File: config.mk
export PLATFORM = sky130hd
export DESIGN_NAME = dlt_timer
export DESIGN_NICKNAME = d
export VERILOG_FILES = /design/src/dlt_pkg.sv /design/src/dlt_event_gen.sv /design/src/dlt_timer.sv
export VERILOG_INCLUDE_DIRS = /design/src
export SDC_FILE = /design/constraint.sdc
export NUM_CORES = 1
export LEC_CHECK = 0
export BUFFER_PORTS_ARGS = -buffer_cell sky130_fd_sc_hd__buf_2
export CAP_MARGIN = 25
export CORE_MARGIN = 2
export CORE_UTILIZATION = 27
export DETAILED_ROUTE_END_ITERATION = 10
export HOLD_SLACK_MARGIN = 0.05
export PLACE_DENSITY_LB_ADDON = 0.25
export SKIP_CTS_REPAIR_TIMING = 1
export SLEW_MARGIN = 10
export SYNTH_ARGS = -nofsm -noshare
export SYNTH_HDL_FRONTEND = slang
export SYNTH_SLANG_ARGS = --single-unit
File: constraint.sdc
create_clock -name sys_clk -period 3.64 [get_ports sys_clk]
set_input_delay 0.546 -clock sys_clk [delete_from_list [all_inputs] [get_ports sys_clk]]
set_output_delay 0.546 -clock sys_clk [all_outputs]
set_load 0.1 [all_outputs]
File: src/dlt_map.svh
// register indices, field positions, reset values and timing counts of the timer block
`ifndef DLT_MAP_SVH
`define DLT_MAP_SVH

// register indices; byte address is four times the index
`define DLT_T0_CNT_IDX   7'h50
`define DLT_T0_LIMA_IDX  7'h52
`define DLT_T0_LIMB_IDX  7'h54
`define DLT_T0_CTL_IDX   7'h56
`define DLT_T1_CNT_IDX   7'h58
`define DLT_T1_LIMA_IDX  7'h5A
`define DLT_T1_LIMB_IDX  7'h5C
`define DLT_T1_CTL_IDX   7'h5E
`define DLT_T2_CNT_IDX   7'h60
`define DLT_T2_LIMA_IDX  7'h62
`define DLT_T2_CTL_IDX   7'h66

// mode/control word field positions
`define DLT_CTL_RUN      15
`define DLT_CTL_WMASK    14
`define DLT_CTL_IRQEN    13
`define DLT_CTL_INUSE    12
`define DLT_CTL_TCF      5
`define DLT_CTL_RETRIG   4
`define DLT_CTL_PRE      3
`define DLT_CTL_OUTCLK   2
`define DLT_CTL_DUAL     1
`define DLT_CTL_FREE     0

// low mode field width and the bits that survive on the third timer
`define DLT_MODE_W       5
`define DLT_T2_MODE_MASK 5'h01

// reset values
`define DLT_CNT_RST      16'h0000
`define DLT_LIM_RST      16'h0000
`define DLT_MODE_RST     5'h00

// internal clock runs the timers at one event every four system clocks
`define DLT_TICK_DIV     2'h3

`endif

File: src/dlt_pkg.sv
// types shared by the timer block
package dlt_pkg;

  typedef logic [15:0] dlt_word_t;

  // which register of a timer an access addresses
  typedef enum logic [2:0] {
    DLT_REG_CNT,
    DLT_REG_LIMA,
    DLT_REG_LIMB,
    DLT_REG_CTL,
    DLT_REG_NONE
  } dlt_reg_t;

endpackage

File: src/dlt_event_gen.sv
// per-timer count event and restart generation from tick, pin and prescale source
`timescale 1ns/100ps
module dlt_event_gen (
  input  wire logic sys_clk,
  input  wire logic nrst,
  input  wire logic tick,
  input  wire logic pin_in,
  input  wire logic outside_clock_sel,
  input  wire logic pre_sel,
  input  wire logic retrigger_sel,
  input  wire logic run,
  input  wire logic pre_evt,
  output logic      evt,
  output logic      restart
);

  logic pin_d_r;
  logic armed_r;
  logic pin_rise;
  logic base_evt;

  ////////////////////////////////////////////////////////////////////////////
  // pin edge history; pins are already synchronous to sys_clk
  always_ff @(posedge sys_clk or negedge nrst) begin
    if (!nrst) begin
      pin_d_r <= 1'b0;
    end else begin
      pin_d_r <= pin_in;
    end
  end

  assign pin_rise = pin_in & ~pin_d_r;

  // retrigger mode waits for a first rising edge before counting
  always_ff @(posedge sys_clk or negedge nrst) begin
    if (!nrst) begin
      armed_r <= 1'b0;
    end else if (!run || !retrigger_sel) begin
      armed_r <= 1'b0;   // edges while halted are ignored
    end else if (pin_rise) begin
      armed_r <= 1'b1;
    end
  end

  ////////////////////////////////////////////////////////////////////////////
  // event selection: outside edges, prescaled source, or gated/armed tick
  always_comb begin
    base_evt = pre_sel ? pre_evt : tick;
    if (!run) begin
      evt     = 1'b0;
      restart = 1'b0;
    end else if (outside_clock_sel) begin
      evt     = pin_rise;
      restart = 1'b0;
    end else if (retrigger_sel) begin
      evt     = base_evt & armed_r;
      restart = pin_rise;   // each rising edge clears the count
    end else begin
      evt     = base_evt & pin_in;   // level gates the count
      restart = 1'b0;
    end
  end

endmodule

File: src/dlt_timer.sv
// three 16-bit limit timers with an APB register slave
//
// Decided for this implementation: the register offsets and register access over APB.
`timescale 1ns/100ps
`include "dlt_map.svh"
module dlt_timer (
  input  wire logic        sys_clk,
  input  wire logic        nrst,
  input  wire logic        psel,
  input  wire logic        penable,
  input  wire logic        pwrite,
  input  wire logic [31:0] paddr,
  input  wire logic [31:0] pwdata,
  output logic      [31:0] prdata,
  output logic             pready,
  output logic             pslverr,
  input  wire logic [1:0]  tmr_in,
  output logic      [1:0]  tmr_out,
  output logic      [2:0]  tmr_irq
);

  localparam int NTMR = 3;

  // per-timer register indices
  localparam logic [6:0] CNT_IDX [NTMR] = '{`DLT_T0_CNT_IDX, `DLT_T1_CNT_IDX,
                                             `DLT_T2_CNT_IDX};
  localparam logic [6:0] LIMA_IDX[NTMR] = '{`DLT_T0_LIMA_IDX, `DLT_T1_LIMA_IDX,
                                             `DLT_T2_LIMA_IDX};
  localparam logic [6:0] LIMB_IDX[2]    = '{`DLT_T0_LIMB_IDX, `DLT_T1_LIMB_IDX};
  localparam logic [6:0] CTL_IDX [NTMR] = '{`DLT_T0_CTL_IDX, `DLT_T1_CTL_IDX,
                                             `DLT_T2_CTL_IDX};

  logic [31:0]      prdata_r;
  logic             pready_r;
  logic             pslverr_r;
  logic [1:0]       tmr_out_r;
  logic [2:0]       tmr_irq_r;
  logic [1:0]       tick_cnt_r;
  logic             tick;
  logic [6:0]       idx;
  logic             addr_ok;
  logic             apb_wr;
  dlt_pkg::dlt_reg_t sel_reg;
  logic [1:0]       sel_tmr;
  logic [15:0]      rd_word;
  logic [15:0]      wdat;

  dlt_pkg::dlt_word_t cnt_r  [NTMR];
  dlt_pkg::dlt_word_t lima_r [NTMR];
  dlt_pkg::dlt_word_t limb   [NTMR];
  dlt_pkg::dlt_word_t ctl_rd [NTMR];
  logic [NTMR-1:0]    term;
  logic [NTMR-1:0]    dual_on;
  logic [NTMR-1:0]    in_use_q;

  assign prdata  = prdata_r;
  assign pready  = pready_r;
  assign pslverr = pslverr_r;
  assign tmr_out = tmr_out_r;
  assign tmr_irq = tmr_irq_r;

  ////////////////////////////////////////////////////////////////////////////
  // shared quarter-rate tick for internally clocked timers
  always_ff @(posedge sys_clk or negedge nrst) begin
    if (!nrst) begin
      tick_cnt_r <= 2'h0;
    end else begin
      tick_cnt_r <= tick_cnt_r + 2'h1;
    end
  end

  assign tick = (tick_cnt_r == `DLT_TICK_DIV);

  ////////////////////////////////////////////////////////////////////////////
  // address decode: word index, timer and register selected
  assign idx     = paddr[8:2];
  assign addr_ok = (paddr[31:9] == 23'h000000) && (paddr[1:0] == 2'h0);
  assign wdat    = pwdata[15:0];

  always_comb begin
    sel_reg = dlt_pkg::DLT_REG_NONE;
    sel_tmr = 2'h0;
    for (int t = 0; t < NTMR; t++) begin
      if (addr_ok && idx == CNT_IDX[t]) begin
        sel_reg = dlt_pkg::DLT_REG_CNT;
        sel_tmr = 2'(t);
      end
      if (addr_ok && idx == LIMA_IDX[t]) begin
        sel_reg = dlt_pkg::DLT_REG_LIMA;
        sel_tmr = 2'(t);
      end
      if (addr_ok && idx == CTL_IDX[t]) begin
        sel_reg = dlt_pkg::DLT_REG_CTL;
        sel_tmr = 2'(t);
      end
    end
    // only the first two timers carry a second limit
    for (int t = 0; t < 2; t++) begin
      if (addr_ok && idx == LIMB_IDX[t]) begin
        sel_reg = dlt_pkg::DLT_REG_LIMB;
        sel_tmr = 2'(t);
      end
    end
  end

  // read mux over the selected timer
  always_comb begin
    case (sel_reg)
      dlt_pkg::DLT_REG_CNT:  rd_word = cnt_r[sel_tmr];
      dlt_pkg::DLT_REG_LIMA: rd_word = lima_r[sel_tmr];
      dlt_pkg::DLT_REG_LIMB: rd_word = limb[sel_tmr];
      dlt_pkg::DLT_REG_CTL:  rd_word = ctl_rd[sel_tmr];
      default:               rd_word = 16'h0000;
    endcase
  end

  ////////////////////////////////////////////////////////////////////////////
  // apb slave: answer prepared in setup, so access completes in one cycle
  always_ff @(posedge sys_clk or negedge nrst) begin
    if (!nrst) begin
      pready_r  <= 1'b0;
      pslverr_r <= 1'b0;
      prdata_r  <= 32'h00000000;
    end else if (psel && !penable) begin
      pready_r  <= 1'b1;
      pslverr_r <= (sel_reg == dlt_pkg::DLT_REG_NONE);
      prdata_r  <= pwrite ? 32'h00000000 : {16'h0000, rd_word};
    end else begin
      pready_r  <= 1'b0;
      pslverr_r <= 1'b0;
    end
  end

  // a write lands only at the completing access edge
  assign apb_wr = psel && penable && pready_r && pwrite;

  ////////////////////////////////////////////////////////////////////////////
  // per-timer counting, limits and mode/control word
  for (genvar gi = 0; gi < NTMR; gi++) begin : g_tmr
    logic [`DLT_MODE_W-1:0] mode_r;
    logic [`DLT_MODE_W-1:0] mode_mask;
    logic                   run_r;
    logic                   irqen_r;
    logic                   in_use_r;
    logic                   tcf_r;
    logic                   evt;
    logic                   restart;
    logic                   pin;
    logic [15:0]            inc;
    logic [15:0]            act_lim;
    logic                   wr_cnt;
    logic                   wr_lima;
    logic                   wr_ctl;
    logic                   stop;

    // third timer keeps only its free-run bit
    assign mode_mask = (gi == 2) ? `DLT_T2_MODE_MASK : {`DLT_MODE_W{1'b1}};
    assign pin       = (gi < 2) ? tmr_in[gi] : 1'b1;   // no pin on timer 2: gate open

    assign wr_cnt  = apb_wr && sel_tmr == 2'(gi) && sel_reg == dlt_pkg::DLT_REG_CNT;
    assign wr_lima = apb_wr && sel_tmr == 2'(gi) && sel_reg == dlt_pkg::DLT_REG_LIMA;
    assign wr_ctl  = apb_wr && sel_tmr == 2'(gi) && sel_reg == dlt_pkg::DLT_REG_CTL;

    // timer 2 never prescales itself, so its own terminal stays off its input
    dlt_event_gen u_evt (
      .sys_clk           (sys_clk),
      .nrst              (nrst),
      .tick              (tick),
      .pin_in            (pin),
      .outside_clock_sel (mode_r[`DLT_CTL_OUTCLK]),
      .pre_sel           (mode_r[`DLT_CTL_PRE]),
      .retrigger_sel     (mode_r[`DLT_CTL_RETRIG]),
      .run               (run_r),
      .pre_evt           ((gi < 2) ? term[2] : 1'b0),
      .evt               (evt),
      .restart           (restart)
    );

    // compare against B only while alternating and B is in use
    assign dual_on[gi]  = mode_r[`DLT_CTL_DUAL];
    assign in_use_q[gi] = in_use_r;
    assign act_lim      = (dual_on[gi] && in_use_r) ? limb[gi] : lima_r[gi];
    assign inc        = cnt_r[gi] + 16'h0001;
    // equality only: a count above the limit runs on through the wrap
    assign term[gi]   = evt && !restart && (inc == act_lim);
    // one-shot halts at A without alternation, or after B with it
    assign stop       = term[gi] && !mode_r[`DLT_CTL_FREE] &&
                        (!dual_on[gi] || in_use_r);

    // count register: software write overrides the event this cycle
    always_ff @(posedge sys_clk or negedge nrst) begin
      if (!nrst) begin
        cnt_r[gi] <= `DLT_CNT_RST;
      end else if (wr_cnt) begin
        cnt_r[gi] <= wdat;
      end else if (restart) begin
        cnt_r[gi] <= 16'h0000;
      end else if (evt) begin
        cnt_r[gi] <= term[gi] ? 16'h0000 : inc;
      end
    end

    always_ff @(posedge sys_clk or negedge nrst) begin
      if (!nrst) begin
        lima_r[gi] <= `DLT_LIM_RST;
      end else if (wr_lima) begin
        lima_r[gi] <= wdat;
      end
    end

    if (gi < 2) begin : g_limb
      logic [15:0] limb_r;
      always_ff @(posedge sys_clk or negedge nrst) begin
        if (!nrst) begin
          limb_r <= `DLT_LIM_RST;
        end else if (apb_wr && sel_tmr == 2'(gi) && sel_reg == dlt_pkg::DLT_REG_LIMB) begin
          limb_r <= wdat;
        end
      end
      assign limb[gi] = limb_r;
    end else begin : g_nolimb
      assign limb[gi] = 16'h0000;
    end

    // low mode bits, masked on the third timer
    always_ff @(posedge sys_clk or negedge nrst) begin
      if (!nrst) begin
        mode_r <= `DLT_MODE_RST;
      end else if (wr_ctl) begin
        mode_r <= wdat[`DLT_MODE_W-1:0] & mode_mask;
      end
    end

    // run bit: only a masked write or a one-shot stop touches it
    always_ff @(posedge sys_clk or negedge nrst) begin
      if (!nrst) begin
        run_r <= 1'b0;
      end else if (wr_ctl && wdat[`DLT_CTL_WMASK]) begin
        run_r <= wdat[`DLT_CTL_RUN];
      end else if (stop) begin
        run_r <= 1'b0;
      end
    end

    always_ff @(posedge sys_clk or negedge nrst) begin
      if (!nrst) begin
        irqen_r <= 1'b0;
      end else if (wr_ctl) begin
        irqen_r <= wdat[`DLT_CTL_IRQEN];
      end
    end

    // in-use bit: hardware only, cleared whenever alternation is off
    always_ff @(posedge sys_clk or negedge nrst) begin
      if (!nrst) begin
        in_use_r <= 1'b0;
      end else if (!dual_on[gi]) begin
        in_use_r <= 1'b0;
      end else if (term[gi]) begin
        in_use_r <= ~in_use_r;
      end
    end

    // sticky flag; a terminal count in the clearing cycle still sets it
    always_ff @(posedge sys_clk or negedge nrst) begin
      if (!nrst) begin
        tcf_r <= 1'b0;
      end else if (term[gi]) begin
        tcf_r <= 1'b1;
      end else if (wr_ctl) begin
        tcf_r <= wdat[`DLT_CTL_TCF];
      end
    end

    // request pulse per terminal count; the controller latches it
    always_ff @(posedge sys_clk or negedge nrst) begin
      if (!nrst) begin
        tmr_irq_r[gi] <= 1'b0;
      end else begin
        tmr_irq_r[gi] <= term[gi] && irqen_r;
      end
    end

    // read view; mask bit position always zero
    assign ctl_rd[gi] = {run_r, 1'b0, irqen_r, in_use_r & dual_on[gi],
                         6'h00, tcf_r, mode_r};
  end

  ////////////////////////////////////////////////////////////////////////////
  // output pins: one-clock low after terminal, or limit in use when alternating
  for (genvar gp = 0; gp < 2; gp++) begin : g_pin
    always_ff @(posedge sys_clk or negedge nrst) begin
      if (!nrst) begin
        tmr_out_r[gp] <= 1'b1;
      end else if (dual_on[gp]) begin
        tmr_out_r[gp] <= ~in_use_q[gp];
      end else begin
        tmr_out_r[gp] <= ~term[gp];
      end
    end
  end

endmodule

==> flow_summary.json <==
{
  "synth.top_cell.area_share_pct": 39.3,
  "path_clk_slew_ns": 0.07,
  "netlist_area_sq_mm": 0.0113,
  "cp_top_family": "simple AND/OR/NAND/NOR gates",
  "slew_viol_final": 0,
  "powerDensity_mw_per_mm2": 313,
  "timing.fmax_mhz": 289,
  "criticalPathCategory": "input pin to register",
  "start_util_pct": 27.5,
  "seqCellArea_sq_mm": 0.00448,
  "hold_class": "input pin to async pin",
  "setup_ws_ns": 0.179,
  "die_h_microns": 208,
  "portBuffers": 77,
  "gp_congestion": 0.900,
  "synthTopCellsByArea": "dfrtp_1, mux2_2, mux2i_1",
  "skew_ns": 0.0114,
  "post-place-cells": 1785,
  "grt_antenna_before_repair": 0,
  "path_max_fanout": 20,
  "coreArea_sq_mm": 0.0410,
  "ys_types": 84,
  "hold_violations": 0,
  "ios": 110,
  "cts_tree": "yes",
  "yosysSeqAreaShare_pct": 39.7,
  "dr.pass1.iters": 5,
  "path_cells": "buf_2, nor4_1, nand4_1, nor2_2, nand2_1, buf_4, mux2i_1, o21ai_0, a2111oi_0, buf_4, o21ai_0",
  "globalRouteOverflowTotal": 0,
  "synth_edf_count": 0,
  "finalSetupViolCount": 0,
  "ir_drop_mv": 0.219,
  "synth-main-ff-cell": "dfrtp_1",
  "yosysMostFrequentCell": "dfrtp_1",
  "drtIter0Drc": 684,
  "cts_sinks": 179,
  "dpl.hpwl_mm": 29.9,
  "synth_area_leader_cell": "dfrtp_1",
  "drtAntennaViolNets": 0,
  "place_area_sq_mm": 0.0124,
  "syn_avg_cell_area_sq_um": 9.41,
  "vias": 9729,
  "multi_input_area_sq_mm": 0.00631,
  "maxSlewHeadroom_pct": 29.5,
  "cp_slowest_stage_delay_ns": 0.93,
  "grt_usage_pct": 18.1,
  "num-nets-final": 1347,
  "fin_cells": 1817,
  "h-tree-depth": 4,
  "period_share_pct": 95.1,
  "postSynth.asyncResetShare_pct": 100,
  "syn2layout_area_growth_pct": 15.3,
  "die_w_microns": 208,
  "crit_buf_inv": 3,
  "ys_top_cells_by_count": "dfrtp_1, nand2_1, mux2_2",
  "wl_mm": 39.1,
  "fin_util_pct": 31.7,
  "netlist_instances": 1199,
  "status": "completed",
  "worstMarginPinSlew_ns": 1.03,
  "arrival_ns": 3.79,
  "rsz0062_at_grt": "false",
  "grt_first_pass_wirelength_mm": 59.7,
  "cts_made_buffers": 17,
  "clock_path_buffers": 2,
  "pre_cts_slack_ns": -0.152,
  "vias_per_cell": 5.35,
  "leakage_nw": 6.07,
  "design_area_sq_mm": 0.0130,
  "layout-drive-gt1-share_pct": 23.1,
  "grt_max_degree": 78,
  "antenna_cells": 0,
  "drcViolationCount": 0,
  "rows": 74,
  "yosys_warnings": 0,
  "period_minus_slack_ns": 3.46,
  "start_kind": "input pin",
  "layout.filler_cells": 4297,
  "clockRootBuffer": "clkbuf_16",
  "clk_latency_ns": 0.45,
  "first_global_vias": 9548,
  "hold_slack_ns": 0.112,
  "cp-end-kind": "register",
  "dieArea_sq_mm": 0.0434,
  "worstPathRequired_ns": 3.97,
  "critPathSlowestCell": "a2111oi_0",
  "maxCapViolCount": 0,
  "routedWlPerCell_microns": 21.5,
  "ys_ff_latch": 179
}
metal layers:
metal | part of all wire, % | up-vias | global-route usage, % | wire length, microns
met1 | 47 | 4868 | 24.9 | 18200
li1 | - | 4525 | - | -
met3 | 5.0 | 46 | 3.03 | 1950
met4 | 2.2 | 0 | 5.43 | 865
met2 | 46 | 290 | 29.0 | 18100
met5 | 0 | - | 0 | 0
final timing paths:
path                                from                     end  slack (ns)  cells past startpoint
setup / recovery               paddr[16]              prdata[13]        0.18                     11
setup reg to reg                cnt_r[2]               cnt_r[24]        0.21                      9
hold reg to reg            tick_cnt_r[0]           tick_cnt_r[0]        0.43                      1
max in group asynchronous           nrst               lima_r[2]        2.63                      2
hold / removal                      nrst               cnt_r[23]        0.11                      1
min in group sys_clk           tmr_in[0]  g_tmr[0].u_evt.pin_d_r        0.22                      1
worst reg2reg max path: stages (launching register included):
cell      delay, ns
dfrtp_1        0.51
nand4_1        0.35
o32ai_1        0.56
nor2b_1        0.19
nand4b_1       0.27
nor4_4         0.36
a211oi_1       0.14
or3_4          0.46
or4_1          0.42
nand3_1        0.10
cells by family after synthesis:
family	share of synthesized area [%]
DFF	39.7
xor gates and xnor gates	5.13
buffers and inverters	4.82
muxes	13.4
AOI/OAI and AO/OA	15.1
and+or+nand+nor	21.3
other	0.0332
adders and majority gates	0.444
power breakdown:
group          internal [W]  switching [W]
clock              0.000965       0.000897
combinational     0.0000341       0.000187
sequential          0.00199    0.000000861
cell type report:
type | count | area share [%]
multi-input cells | 921 | 48.5
flip-flops and latches | 179 | 34.4
repair buffers | 143 | 7.22
well taps | 532 | 5.12
clock buffers | 17 | 3.27
clock inverters | 15 | 1.13
inverters | 10 | 0.288
flip-flops by register name (all words and copies together) (netlist names):
signal,count
g_tmr.run_r,3
pready,1
pslverr,1
tmr_out,2
g_tmr.g_limb.limb_r,32
prdata,16
g_tmr.tcf_r,3
g_tmr.in_use_r,2
cnt_r,48
g_tmr.u_evt.pin_d_r,2
g_tmr.u_evt.armed_r,2
tmr_irq,3
tick_cnt_r,2
lima_r,48
g_tmr.mode_r,11
g_tmr.irqen_r,3
cells in the final DEF (no fill, tap or decap), types with 6 or more instances in the layout:
master,count
o311ai_0,7
a22oi_1,34
a31oi_1,6
o21ai_0,76
nor3b_1,10
o221ai_1,6
nor2b_1,10
nand3b_1,6
and4_1,6
a21oi_1,37
buf_2,76
and2_1,15
a211oi_1,9
clkbuf_16,17
nand3_1,59
or3_1,23
inv_1,10
buf_4,62
o21a_1,12
mux2_2,88
nor2_1,49
xor2_1,21
conb_1,16
o211ai_1,7
nor3_1,41
nor4_1,15
mux2i_1,48
nand2_1,118
dfrtp_1,177
o22ai_1,13
inv_6,6
and3_1,21
xnor2_1,40
nand2b_1,13
nand4_1,17
metrics by stage:
step           setup TNS [ns]  power (W)
3_5_place_dp           -0.152    0.00225
4_1_cts                     0    0.00411
2_1_floorplan               0    0.00215
3_3_place_gp           -0.184    0.00225
5_1_grt                     0    0.00420
6_report                    0    0.00407
Note: power is estimated with default switching activity, not from simulation.
